[src/verilog/radio_spi_defines.vh]
// Constants shared by the radio host serial port and interrupt logic
`ifndef RADIO_SPI_DEFINES_VH
`define RADIO_SPI_DEFINES_VH

// ****************************************************************
// Register map (6-bit register addresses)
// ****************************************************************
`define ADDR_IRQ_CFG      6'h05
`define ADDR_RX_IRQ_EN    6'h07
`define ADDR_RX_IRQ_ST    6'h08
`define ADDR_TX_IRQ_EN    6'h0d
`define ADDR_TX_IRQ_ST    6'h0e
`define ADDR_WAKE_EN      6'h1c
`define ADDR_WAKE_ST      6'h1d

// ****************************************************************
// Reset values
// ****************************************************************
`define RST_IRQ_CFG       8'h01
`define RST_WAKE_ST       8'h01
`define RST_ZERO8         8'h00

// ****************************************************************
// Field positions
// ****************************************************************
`define CMD_DIR_BIT       7
`define CMD_INC_BIT       6
`define CMD_ADDR_MSB      5
`define CFG_POL_BIT       0
`define CFG_BYPASS_BIT    2
`define WAKE_BIT          0
`define RX_CHAN_A_MASK    8'h0f
`define TX_EVT_MASK       8'h0f

// ****************************************************************
// Baseband modes
// ****************************************************************
`define MODE_64_SINGLE    2'h0
`define MODE_32_DUAL      2'h1
`define MODE_32_OVERSAMP  2'h2
`define MODE_32_DDR       2'h3

// ****************************************************************
// Bit counting and timing
// ****************************************************************
`define BIT_LAST          3'h7
`define BIT_FIRST         3'h0
`define CLK_MHZ           250
`define NS_PER_US         1000

// ****************************************************************
// Synchronised pin bus positions
// ****************************************************************
`define SY_SCK            0
`define SY_SS_N           1
`define SY_MOSI           2
`define SY_PD_N           3
`define SY_DIO            4
`define SY_BYPASS_BIT_VALID         5
`define SY_WIDTH          6

`endif

[src/verilog/radio_host_spi_irq_interface.v]
// Radio host serial slave port, bypass bit path and interrupt pin
`timescale 1ns/1ps
`include "radio_spi_defines.vh"
module radio_host_spi_irq_interface #(
   parameter OSC_START_NS  = 2000,
   parameter BYP_HALF_CYC  = 16,
   parameter FIFO_DEPTH    = 16,
   parameter FIFO_AW       = 4
) (
   input  wire       clk_i,
   input  wire       srst_i,
   input  wire       sck_i,
   input  wire       ss_n_i,
   input  wire       mosi_i,
   output reg        miso_o,
   output reg        miso_oe_o,
   input  wire       power_down_pin_n_i,
   output reg        osc_running_o,
   input  wire       irq_i,
   output reg        irq_o,
   output reg        irq_oe_o,
   input  wire       bypass_serial_bit_i,
   output reg        bypass_serial_bit_o,
   output reg        bypass_serial_bit_oe_o,
   input  wire       bypass_bit_valid_i,
   output reg        bypass_bit_valid_o,
   output reg        bypass_bit_valid_oe_o,
   input  wire       tx_mode_i,
   input  wire [1:0] baseband_mode_i,
   input  wire [3:0] tx_event_i,
   input  wire [7:0] rx_event_i,
   input  wire       core_rx_bit_i,
   input  wire       core_rx_valid_i,
   output wire       core_rx_ready_o,
   output wire       core_tx_bit_o,
   output wire       core_tx_valid_o,
   input  wire       core_tx_ready_i
);

   // ****************************************************************
   // Timing constants
   // ****************************************************************
   localparam integer OSC_CYC_I =
      (OSC_START_NS * `CLK_MHZ + `NS_PER_US - 1) / `NS_PER_US;
   localparam [15:0] OSC_CYC  = (OSC_CYC_I < 1) ? 16'h0001
                                                : OSC_CYC_I[15:0];
   localparam [7:0]  HALF_CYC = (BYP_HALF_CYC < 1) ? 8'h01
                                                   : BYP_HALF_CYC[7:0];

   // ****************************************************************
   // Pin synchronisers
   // ****************************************************************
   wire [`SY_WIDTH-1:0] sy;
   reg                  sck_d1_q;
   wire                 sck_rise;
   wire                 sck_fall;
   wire                 ss_act;

   pin_sync3 #(
      .W (`SY_WIDTH)
   ) u_sync (
      .clk_i   (clk_i),
      .srst_i  (srst_i),
      .pin_i   ({bypass_bit_valid_i, bypass_serial_bit_i,
                 power_down_pin_n_i, mosi_i, ss_n_i, sck_i}),
      .level_o (sy)
   );

   // SCK edge detection on the filtered level
   always @(posedge clk_i) begin
      if (srst_i) begin
         sck_d1_q <= 1'b0;
      end else begin
         sck_d1_q <= sy[`SY_SCK];
      end
   end

   assign sck_rise = sy[`SY_SCK] & ~sck_d1_q;
   assign sck_fall = ~sy[`SY_SCK] & sck_d1_q;
   assign ss_act   = ~sy[`SY_SS_N] & osc_running_o;

   // ****************************************************************
   // Registers
   // ****************************************************************
   reg [7:0] cfg_q;
   reg [7:0] rx_en_q;
   reg [7:0] rx_st_q;
   reg [7:0] tx_en_q;
   reg [7:0] tx_st_q;
   reg [7:0] wake_en_q;
   reg [7:0] wake_st_q;

   // Read decode, used for both first and burst reads
   function [7:0] read_reg;
      input [5:0] a;
      begin
         case (a)
            `ADDR_IRQ_CFG:   read_reg = cfg_q;
            `ADDR_RX_IRQ_EN: read_reg = rx_en_q;
            `ADDR_RX_IRQ_ST: read_reg = rx_st_q;
            `ADDR_TX_IRQ_EN: read_reg = tx_en_q;
            `ADDR_TX_IRQ_ST: read_reg = tx_st_q;
            `ADDR_WAKE_EN:   read_reg = wake_en_q;
            `ADDR_WAKE_ST:   read_reg = wake_st_q;
            default:         read_reg = `RST_ZERO8;
         endcase
      end
   endfunction

   // ****************************************************************
   // Serial slave engine
   // ****************************************************************
   reg [2:0] bit_q;
   reg [7:0] in_sh_q;
   reg [7:0] out_sh_q;
   reg       in_data_q;
   reg       dir_wr_q;
   reg       inc_q;
   reg [5:0] addr_q;
   wire [7:0] byte_in;
   wire      byte_done;
   reg       wr_stb;
   reg [5:0] wr_addr;
   reg       rd_stb;
   reg [5:0] rd_addr;

   assign byte_in   = {in_sh_q[6:0], sy[`SY_MOSI]};
   assign byte_done = ss_act & sck_rise & (bit_q == `BIT_LAST);

   // Register access strobes from completed bytes
   always @* begin
      wr_stb  = 1'b0;
      wr_addr = addr_q;
      rd_stb  = 1'b0;
      rd_addr = addr_q;
      if (byte_done) begin
         if (!in_data_q) begin
            rd_stb  = ~byte_in[`CMD_DIR_BIT];
            rd_addr = byte_in[`CMD_ADDR_MSB:0];
         end else if (dir_wr_q) begin
            wr_stb  = 1'b1;
         end else begin
            rd_stb  = 1'b1;
            rd_addr = inc_q ? addr_q + 6'h01 : addr_q;
         end
      end
   end

   // Shift, byte framing and address tracking
   always @(posedge clk_i) begin
      if (srst_i) begin
         bit_q     <= `BIT_FIRST;
         in_sh_q   <= `RST_ZERO8;
         out_sh_q  <= `RST_ZERO8;
         in_data_q <= 1'b0;
         dir_wr_q  <= 1'b0;
         inc_q     <= 1'b0;
         addr_q    <= 6'h00;
         miso_o    <= 1'b0;
         miso_oe_o <= 1'b0;
      end else if (!ss_act) begin
         bit_q     <= `BIT_FIRST;
         in_data_q <= 1'b0;
         miso_oe_o <= 1'b0;
      end else begin
         miso_oe_o <= 1'b1;
         if (sck_rise) begin
            in_sh_q <= byte_in;
            bit_q   <= bit_q + 3'h1;
            if (byte_done) begin
               in_data_q <= 1'b1;
               if (!in_data_q) begin
                  dir_wr_q <= byte_in[`CMD_DIR_BIT];
                  inc_q    <= byte_in[`CMD_INC_BIT];
                  addr_q   <= byte_in[`CMD_ADDR_MSB:0];
               end else if (inc_q) begin
                  addr_q   <= addr_q + 6'h01;
               end
               if (rd_stb) begin
                  out_sh_q <= read_reg(rd_addr);
               end
            end
         end
         if (sck_fall) begin
            miso_o   <= out_sh_q[7];
            out_sh_q <= {out_sh_q[6:0], 1'b0};
         end
      end
   end

   // ****************************************************************
   // Oscillator start and wake
   // ****************************************************************
   reg [15:0] osc_cnt_q;

   // Count start-up time after the power-down pin rises
   always @(posedge clk_i) begin
      if (srst_i) begin
         osc_cnt_q     <= 16'h0000;
         osc_running_o <= 1'b0;
      end else if (!sy[`SY_PD_N]) begin
         osc_cnt_q     <= 16'h0000;
         osc_running_o <= 1'b0;
      end else if (osc_cnt_q != OSC_CYC) begin
         osc_cnt_q     <= osc_cnt_q + 16'h0001;
      end else begin
         osc_running_o <= 1'b1;
      end
   end

   wire wake_evt;
   assign wake_evt = sy[`SY_PD_N] & ~osc_running_o & (osc_cnt_q == OSC_CYC);

   // ****************************************************************
   // Register writes and status capture
   // ****************************************************************
   wire [7:0] rx_evt_gated;
   wire       chan_b_off;
   wire       rd_clr;

   assign chan_b_off = (baseband_mode_i == `MODE_64_SINGLE) |
                       (baseband_mode_i == `MODE_32_DDR);
   assign rx_evt_gated = chan_b_off ? (rx_event_i & `RX_CHAN_A_MASK)
                                    : rx_event_i;
   assign rd_clr = rd_stb & ss_act;

   always @(posedge clk_i) begin
      if (srst_i) begin
         cfg_q     <= `RST_IRQ_CFG;
         rx_en_q   <= `RST_ZERO8;
         rx_st_q   <= `RST_ZERO8;
         tx_en_q   <= `RST_ZERO8;
         tx_st_q   <= `RST_ZERO8;
         wake_en_q <= `RST_ZERO8;
         wake_st_q <= `RST_WAKE_ST;
      end else begin
         if (wr_stb) begin
            case (wr_addr)
               `ADDR_IRQ_CFG:   cfg_q     <= byte_in;
               `ADDR_RX_IRQ_EN: rx_en_q   <= byte_in;
               `ADDR_TX_IRQ_EN: tx_en_q   <= byte_in;
               `ADDR_WAKE_EN:   wake_en_q <= byte_in;
               default:         cfg_q     <= cfg_q;
            endcase
         end
         // Status clears on read; a same-cycle event still lands
         rx_st_q <= ((rd_clr && rd_addr == `ADDR_RX_IRQ_ST) ?
                     `RST_ZERO8 : rx_st_q) | rx_evt_gated;
         tx_st_q <= ((rd_clr && rd_addr == `ADDR_TX_IRQ_ST) ?
                     `RST_ZERO8 : tx_st_q) |
                    ({4'h0, tx_event_i} & `TX_EVT_MASK);
         wake_st_q[`WAKE_BIT] <=
            ((rd_clr && rd_addr == `ADDR_WAKE_ST) ?
             1'b0 : wake_st_q[`WAKE_BIT]) | wake_evt;
      end
   end

   // ****************************************************************
   // Bypass bit path
   // ****************************************************************
   wire       byp_en;
   reg [7:0]  div_q;
   reg        bclk_q;
   wire       half_tick;
   wire       fall_tick;
   wire       f_in_valid;
   wire [1:0] f_in_data;
   wire       f_in_ready;
   wire       f_out_valid;
   wire [1:0] f_out_data;
   wire       f_out_ready;

   assign byp_en    = cfg_q[`CFG_BYPASS_BIT];
   assign half_tick = byp_en & (div_q == HALF_CYC - 8'h01) &
                      ~(tx_mode_i & ~f_in_ready);
   assign fall_tick = half_tick & bclk_q;

   // Bit clock divider; stalls while transmit bits have no room
   always @(posedge clk_i) begin
      if (srst_i || !byp_en) begin
         div_q  <= 8'h00;
         bclk_q <= 1'b0;
      end else if (half_tick) begin
         div_q  <= 8'h00;
         bclk_q <= ~bclk_q;
      end else if (div_q != HALF_CYC - 8'h01) begin
         div_q  <= div_q + 8'h01;
      end
   end

   // One FIFO, filled by the core or by the pins depending on mode
   assign f_in_valid  = tx_mode_i ? (fall_tick & sy[`SY_BYPASS_BIT_VALID])
                                  : core_rx_valid_i;
   assign f_in_data   = tx_mode_i ? {1'b1, sy[`SY_DIO]}
                                  : {1'b1, core_rx_bit_i};
   assign f_out_ready = tx_mode_i ? core_tx_ready_i : fall_tick;
   assign core_rx_ready_o = ~tx_mode_i & f_in_ready;
   assign core_tx_valid_o = tx_mode_i & f_out_valid;
   assign core_tx_bit_o   = f_out_data[0];

   bypass_fifo #(
      .WIDTH (2),
      .DEPTH (FIFO_DEPTH),
      .AW    (FIFO_AW)
   ) u_fifo (
      .clk_i       (clk_i),
      .srst_i      (srst_i),
      .in_valid_i  (f_in_valid),
      .in_data_i   (f_in_data),
      .in_ready_o  (f_in_ready),
      .out_valid_o (f_out_valid),
      .out_data_o  (f_out_data),
      .out_ready_i (f_out_ready)
   );

   // Receive bits change right after each falling bit clock edge
   always @(posedge clk_i) begin
      if (srst_i) begin
         bypass_serial_bit_o    <= 1'b0;
         bypass_bit_valid_o     <= 1'b0;
         bypass_serial_bit_oe_o <= 1'b0;
         bypass_bit_valid_oe_o  <= 1'b0;
      end else begin
         bypass_serial_bit_oe_o <= byp_en & ~tx_mode_i;
         bypass_bit_valid_oe_o  <= byp_en & ~tx_mode_i;
         if (fall_tick && !tx_mode_i) begin
            bypass_serial_bit_o <= f_out_valid & f_out_data[0];
            bypass_bit_valid_o  <= f_out_valid;
         end
      end
   end

   // ****************************************************************
   // Interrupt pin
   // ****************************************************************
   wire [7:0] rx_en_eff;
   wire       irq_act;
   wire       pol_high;

   assign rx_en_eff = tx_mode_i ? `RST_ZERO8 : rx_en_q;
   assign irq_act   = (|(rx_st_q & rx_en_eff)) |
                      (|(tx_st_q & tx_en_q)) |
                      (wake_st_q[`WAKE_BIT] & wake_en_q[`WAKE_BIT]);
   assign pol_high  = cfg_q[`CFG_POL_BIT];

   // Bypass drives the bit clock; otherwise open drain or open source
   always @(posedge clk_i) begin
      if (srst_i) begin
         irq_o    <= 1'b0;
         irq_oe_o <= 1'b0;
      end else if (byp_en) begin
         irq_o    <= half_tick ? ~bclk_q : bclk_q;
         irq_oe_o <= 1'b1;
      end else begin
         irq_o    <= pol_high;
         irq_oe_o <= irq_act;
      end
   end

endmodule // radio_host_spi_irq_interface

[src/verilog/pin_sync3.v]
// Three-stage pin synchroniser with agreement filter
`timescale 1ns/1ps
module pin_sync3 #(
   parameter W = 1
) (
   input  wire         clk_i,
   input  wire         srst_i,
   input  wire [W-1:0] pin_i,
   output reg  [W-1:0] level_o
);

   reg [W-1:0] s1_q;
   reg [W-1:0] s2_q;
   reg [W-1:0] s3_q;
   integer     k;

   // Three flops; a bit moves only once stages two and three agree
   always @(posedge clk_i) begin
      s1_q <= pin_i;
      s2_q <= s1_q;
      s3_q <= s2_q;
      if (srst_i) begin
         level_o <= {W{1'b0}};
      end else begin
         for (k = 0; k < W; k = k + 1) begin
            if (s2_q[k] == s3_q[k]) begin
               level_o[k] <= s3_q[k];
            end
         end
      end
   end

endmodule // pin_sync3

[src/verilog/bypass_fifo.v]
// Flip-flop FIFO with valid/ready on both sides
`timescale 1ns/1ps
module bypass_fifo #(
   parameter WIDTH = 1,
   parameter DEPTH = 16,
   parameter AW    = 4
) (
   input  wire             clk_i,
   input  wire             srst_i,
   input  wire             in_valid_i,
   input  wire [WIDTH-1:0] in_data_i,
   output wire             in_ready_o,
   output wire             out_valid_o,
   output wire [WIDTH-1:0] out_data_o,
   input  wire             out_ready_i
);

   reg [WIDTH-1:0] mem_q [0:DEPTH-1];
   reg [AW-1:0]    wr_q;
   reg [AW-1:0]    rd_q;
   reg [AW:0]      cnt_q;
   wire            push;
   wire            pop;

   assign in_ready_o  = (cnt_q != DEPTH[AW:0]);
   assign out_valid_o = (cnt_q != {(AW+1){1'b0}});
   assign out_data_o  = mem_q[rd_q];
   assign push        = in_valid_i & in_ready_o;
   assign pop         = out_valid_o & out_ready_i;

   // Storage write
   always @(posedge clk_i) begin
      if (push) begin
         mem_q[wr_q] <= in_data_i;
      end
   end

   // Pointers and fill count
   always @(posedge clk_i) begin
      if (srst_i) begin
         wr_q  <= {AW{1'b0}};
         rd_q  <= {AW{1'b0}};
         cnt_q <= {(AW+1){1'b0}};
      end else begin
         if (push) begin
            wr_q <= (wr_q == DEPTH[AW-1:0] - 1'b1) ? {AW{1'b0}}
                                                   : wr_q + 1'b1;
         end
         if (pop) begin
            rd_q <= (rd_q == DEPTH[AW-1:0] - 1'b1) ? {AW{1'b0}}
                                                   : rd_q + 1'b1;
         end
         if (push & ~pop) begin
            cnt_q <= cnt_q + 1'b1;
         end else if (pop & ~push) begin
            cnt_q <= cnt_q - 1'b1;
         end
      end
   end

endmodule // bypass_fifo

[config.mk]
export PLATFORM = sky130hd
export DESIGN_NAME = radio_host_spi_irq_interface
export DESIGN_NICKNAME = d
export VERILOG_FILES = /design/src/verilog/radio_host_spi_irq_interface.v /design/src/verilog/pin_sync3.v /design/src/verilog/bypass_fifo.v
export VERILOG_INCLUDE_DIRS = /design/src /design/src/verilog
export SDC_FILE = /design/constraint.sdc
export NUM_CORES = 1
export LEC_CHECK = 0
export BUFFER_PORTS_ARGS = -buffer_cell sky130_fd_sc_hd__buf_2
export CAP_MARGIN = 20
export CORE_MARGIN = 2
export CORE_UTILIZATION = 44
export DETAILED_ROUTE_END_ITERATION = 6
export GPL_TIMING_DRIVEN = 0
export PLACE_DENSITY_LB_ADDON = 0.2
export SLEW_MARGIN = 40
export SYNTH_ARGS = -nofsm -noshare
export SYNTH_HDL_FRONTEND = slang
export SYNTH_SLANG_ARGS = --single-unit
[constraint.sdc]
create_clock -name clk_i -period 7.68 [get_ports clk_i]
set_clock_uncertainty 0.05 [all_clocks]
set_input_delay 0.384 -clock clk_i [delete_from_list [all_inputs] [get_ports clk_i]]
set_output_delay 0.384 -clock clk_i [all_outputs]
set_load 0.05 [all_outputs]
==> results.yml <==
run_status:
  outcome: "complete, no violations"
clock_tree:
  cts.reportedPaths.clkPinSlew_ns: 0.07
  numClockSinks: 163
  post_cts_resized: 0
  cts_made_buffers: 17
  worstSkewPairLatency_ns: 0.43
  tritoncts_clock_tree: "done"
  clock_tree_buf_depth: 2
  htree_levels: 4
  ctsRootBufferMaster: "sky130_fd_sc_hd__clkbuf_16"
power:
  static-leakage-power_nw: 3.10
  power.share.switching_pct: 26.5
  powerDensity_nw_per_um2: 246
  power_frac_seq_pct: 45.2
  combPwrFrac_pct: 11.6
  internal-power_mw: 1.50
  peakVddDrop_mv: 0.191
  net-switching-power_mw: 0.542
  totalPowerFinal_mw: 2.04
  p_clk_share_pct: 43.1
logic_synthesis:
  syn_inst: 767
  synthesis.area_um2: 7160
  synth_cell_types: 68
  synth.avg_cell_area_um2: 9.34
  synth.net_count: 816
  ys_ff_latch: 163
  synth_edf_count: 16
  synth-warning-count: 0
  synth_top_flop_cell: "sky130_fd_sc_hd__dfxtp_1"
  ys_seq_area_share_pct: 47.8
  ys_async_sr_fraction_pct: 0
min_path:
  worst_hold_path_type: "primary input to flip-flop"
  worstHoldPathCells: 3
detailed_routing:
  routedWlPerCell_um: 16.2
  route.vias.total: 5687
  top_layer: "met4"
  routed-wl-met3_um: 838
  wl_mm: 17.1
  met2_length_mm: 8.15
  drcViolationCount: 0
  drtPass1Iterations: 5
  antenna_left: 0
  via_per_inst: 5.39
  routed_length_on_met1_mm: 7.87
  detail_route.iter0.violations: 513
setup_path:
  worstPathRequired_ns: 7.99
  critical-path-top-delay-family: "simple AND/OR/NAND/NOR gates"
  cpMostUsedCell: "sky130_fd_sc_hd__ha_1"
  setup.worst_path.end_class: "flip-flop"
  path_cells: "ha_1 -> nand3_1 -> nor3_1 -> and3_1 -> ha_1 -> nand3_1 -> a21oi_1 -> ha_1 -> inv_1 -> ha_1 -> a21o_1 -> a21oi_1 -> xnor2_1 -> or3_1 -> a21oi_1"
  cpMaxStageDelayCell: "sky130_fd_sc_hd__nor3_1"
  criticalPathCategory: "flip-flop to flip-flop"
  critPathMaxFanout: 8
  worst_setup_sp_type: "flip-flop"
  timing.reg2reg.worst_path_depth: 15
  timing.critical_path.slowest_cell_delay_ns: 0.68
  cp_num_cells: 15
  worst-endpoint-arrival_ns: 4.74
  critical_path.n_buffers_inverters: 1
finish:
  mostFrequentLayoutCell: "sky130_fd_sc_hd__dfxtp_1"
  number_of_antenna_repair_diodes: 0
  post-route-util_pct: 52.2
  drive_above_1_share_pct: 10.8
  layout-area-overhead-vs-synth_pct: 15.8
  mostFrequentLayoutCells: "147 x sky130_fd_sc_hd__dfxtp_1, 138 x sky130_fd_sc_hd__nor2_1, 55 x sky130_fd_sc_hd__a21oi_1, 55 x sky130_fd_sc_hd__nand2_1, 48 x sky130_fd_sc_hd__mux2i_1"
  finalNetCount: 876
sta:
  drv_slew: 0
  finalSetupViolCount: 0
  grt_setup_unrepaired: "no"
  fmaxAchievable_mhz: 226
  fin_tns_setup_ns: 0
  final.min_clock_period_ns: 4.43
  max-slew-margin-rel_pct: 46.0
  finalCritPeriodShare_pct: 57.7
  timing_hold_violations_final: 0
  tightest_pin_transition_ns: 0.807
global_routing:
  global_route_wire_length_before_repair_mm: 28.3
  gr-total-overflow: 0
  pin_count_of_the_biggest_net_entering_global_routing: 18
  number_of_antenna_violations_at_the_first_check_in_global_routing: 0
  via_count_of_the_first_global_routing_pass: 5488
  total_routing_usage_gr_pct: 20.5
die:
  chipHeight_um: 132
  core_area_um2: 15900
  rows: 46
  die_w_um: 132
  initial_utilization_pct: 45.1
  top_level_ports: 39
  design.die.area_um2: 17300
placed_design:
  post-dp-hpwl_mm: 12.3
  io_buffers: 35
  place_congestion: 0.873
run:
  cap_viol_max_count: 0
-- layer usage --
layer / up-vias / GRT usage (%)
li1: 2815 / -
met1: 2705 / 27.3
met2: 145 / 32.9
met3: 22 / 4.55
met4: 0 / 6.88
met5: - / 0
-- kinds of logic (layout without fill, tap and decap cells) --
logic type      Yosys count  in the layout  share of synthesized area [%]
fa+ha+maj                22             22                           3.95
buf+inv                  56            129                           3.51
simple gates            300            300                           19.9
mux                      55             55                           8.59
xor+xnor                 29             29                           3.55
flops                   163            163                           47.8
compound gates          142            142                           12.7
-- worst paths after layout --
kind | start | endpoint | slack (ns)
worst max-delay path | div_q[0]$_SDFFE_PP0P_ | u_fifo.cnt_q[4]$_SDFFE_PP0P_ | 3.25
worst min-delay path | rx_event_i[1] | rx_st_q[1]$_SDFF_PP0_ | 0.10
worst max register to register | div_q[0]$_SDFFE_PP0P_ | u_fifo.cnt_q[4]$_SDFFE_PP0P_ | 3.25
worst min register to register | u_sync.s1_q[1]$_DFF_P_ | u_sync.s2_q[1]$_DFF_P_ | 0.28
-- cell type report --
| type | instances | area [um^2] |
|---|---|---|
| Inverter | 19 | 71.3 |
| Tap cell | 216 | 270 |
| Clock inverter | 13 | 166 |
| Multi-Input combinational cell | 548 | 3490 |
| Clock buffer | 19 | 454 |
| Sequential cell | 163 | 3420 |
| Fill cell | 1474 | 7590 |
| Timing Repair Buffer | 41 | 235 |
| Buffer | 37 | 180 |
-- flip-flops by register name, summed over array words and instances, names as in the netlist, 5 cells and up, named ones only --
register / count
out_sh_q: 8
u_fifo.mem_q: 16
addr_q: 6
cfg_q: 8
u_sync.s1_q: 6
u_fifo.cnt_q: 5
tx_en_q: 8
wake_en_q: 8
div_q: 8
u_sync.s2_q: 6
osc_cnt_q: 16
rx_st_q: 8
u_sync.level_o: 6
in_sh_q: 7
rx_en_q: 8
u_sync.s3_q: 6
-- repair_timing --
item                      CTS  global route
buffers inserted            0             0
hold endpoints to repair    6             0
hold buffers                6             0
-- power groups by stage --
stage,Sequential [mW],Combinational [mW],Clock (mW)
2_1_floorplan,0.933,0.182,0
3_3_place_gp,0.941,0.225,0
3_5_place_dp,0.942,0.234,0
4_1_cts,0.923,0.238,0.898
5_1_grt,0.929,0.268,0.939
6_report,0.923,0.238,0.881
-- cell usage after synthesis, types with 3 or more instances --
| cell type | count | area share, % |
|---|---|---|
| sky130_fd_sc_hd__dfxtp_1 | 147 | 41 |
| sky130_fd_sc_hd__nor2_1 | 139 | 7.3 |
| sky130_fd_sc_hd__a21oi_1 | 55 | 3.8 |
| sky130_fd_sc_hd__nand2_1 | 55 | 2.9 |
| sky130_fd_sc_hd__mux2i_1 | 48 | 6.7 |
| sky130_fd_sc_hd__o21ai_0 | 23 | 1.6 |
| sky130_fd_sc_hd__clkbuf_1 | 22 | 1.2 |
| sky130_fd_sc_hd__a22oi_1 | 21 | 2.2 |
| sky130_fd_sc_hd__ha_1 | 21 | 3.7 |
| sky130_fd_sc_hd__xor2_1 | 20 | 2.4 |
| sky130_fd_sc_hd__nand3_1 | 19 | 1.3 |
| sky130_fd_sc_hd__inv_1 | 18 | 0.94 |
| sky130_fd_sc_hd__nor3_1 | 18 | 1.3 |
| sky130_fd_sc_hd__edfxtp_1 | 16 | 6.7 |
| sky130_fd_sc_hd__nand2b_1 | 12 | 1.0 |
| sky130_fd_sc_hd__nor2b_1 | 9 | 0.79 |
| sky130_fd_sc_hd__xnor2_1 | 9 | 1.1 |
| sky130_fd_sc_hd__nand4_1 | 8 | 0.70 |
| sky130_fd_sc_hd__and3_1 | 7 | 0.61 |
| sky130_fd_sc_hd__or3_1 | 6 | 0.52 |
| sky130_fd_sc_hd__buf_1 | 5 | 0.26 |
| sky130_fd_sc_hd__mux4_2 | 5 | 1.6 |
| sky130_fd_sc_hd__a22o_1 | 4 | 0.49 |
| sky130_fd_sc_hd__a32oi_1 | 4 | 0.49 |
| sky130_fd_sc_hd__buf_4 | 4 | 0.42 |
| sky130_fd_sc_hd__a211o_1 | 3 | 0.37 |
| sky130_fd_sc_hd__a211oi_1 | 3 | 0.31 |
| sky130_fd_sc_hd__a31o_1 | 3 | 0.37 |
| sky130_fd_sc_hd__and2_1 | 3 | 0.26 |
| sky130_fd_sc_hd__buf_2 | 3 | 0.21 |
| sky130_fd_sc_hd__buf_6 | 3 | 0.47 |
| sky130_fd_sc_hd__nor3b_1 | 3 | 0.31 |
| sky130_fd_sc_hd__nor4_1 | 3 | 0.26 |
| sky130_fd_sc_hd__o22ai_1 | 3 | 0.26 |
-- through the flow --
step	hold slack, ns	area, um^2	setup slack, ns	cells
2_1_floorplan	0.260	7160	4.01	767
3_3_place_gp	0.261	7610	3.39	1018
3_5_place_dp	0.263	7610	3.21	1018
6_report	0.104	8290	3.25	1056
4_1_cts	0.0941	8290	3.20	1056
5_1_grt	0.104	8290	2.85	1056
-- worst register-to-register path, delay by kind of cell (launching register included) --
kind | cells | cell delay [ns]
flip-flops | 1 | 0.39
AND/OR/NAND/NOR | 5 | 1.53
AO/OA/AOI/OAI | 4 | 1.13
XOR/XNOR | 1 | 0.10
adder cells (fa/ha/maj) | 4 | 1.06
buffers and inverters | 1 | 0.12
Power figures use the tool's default switching activity.
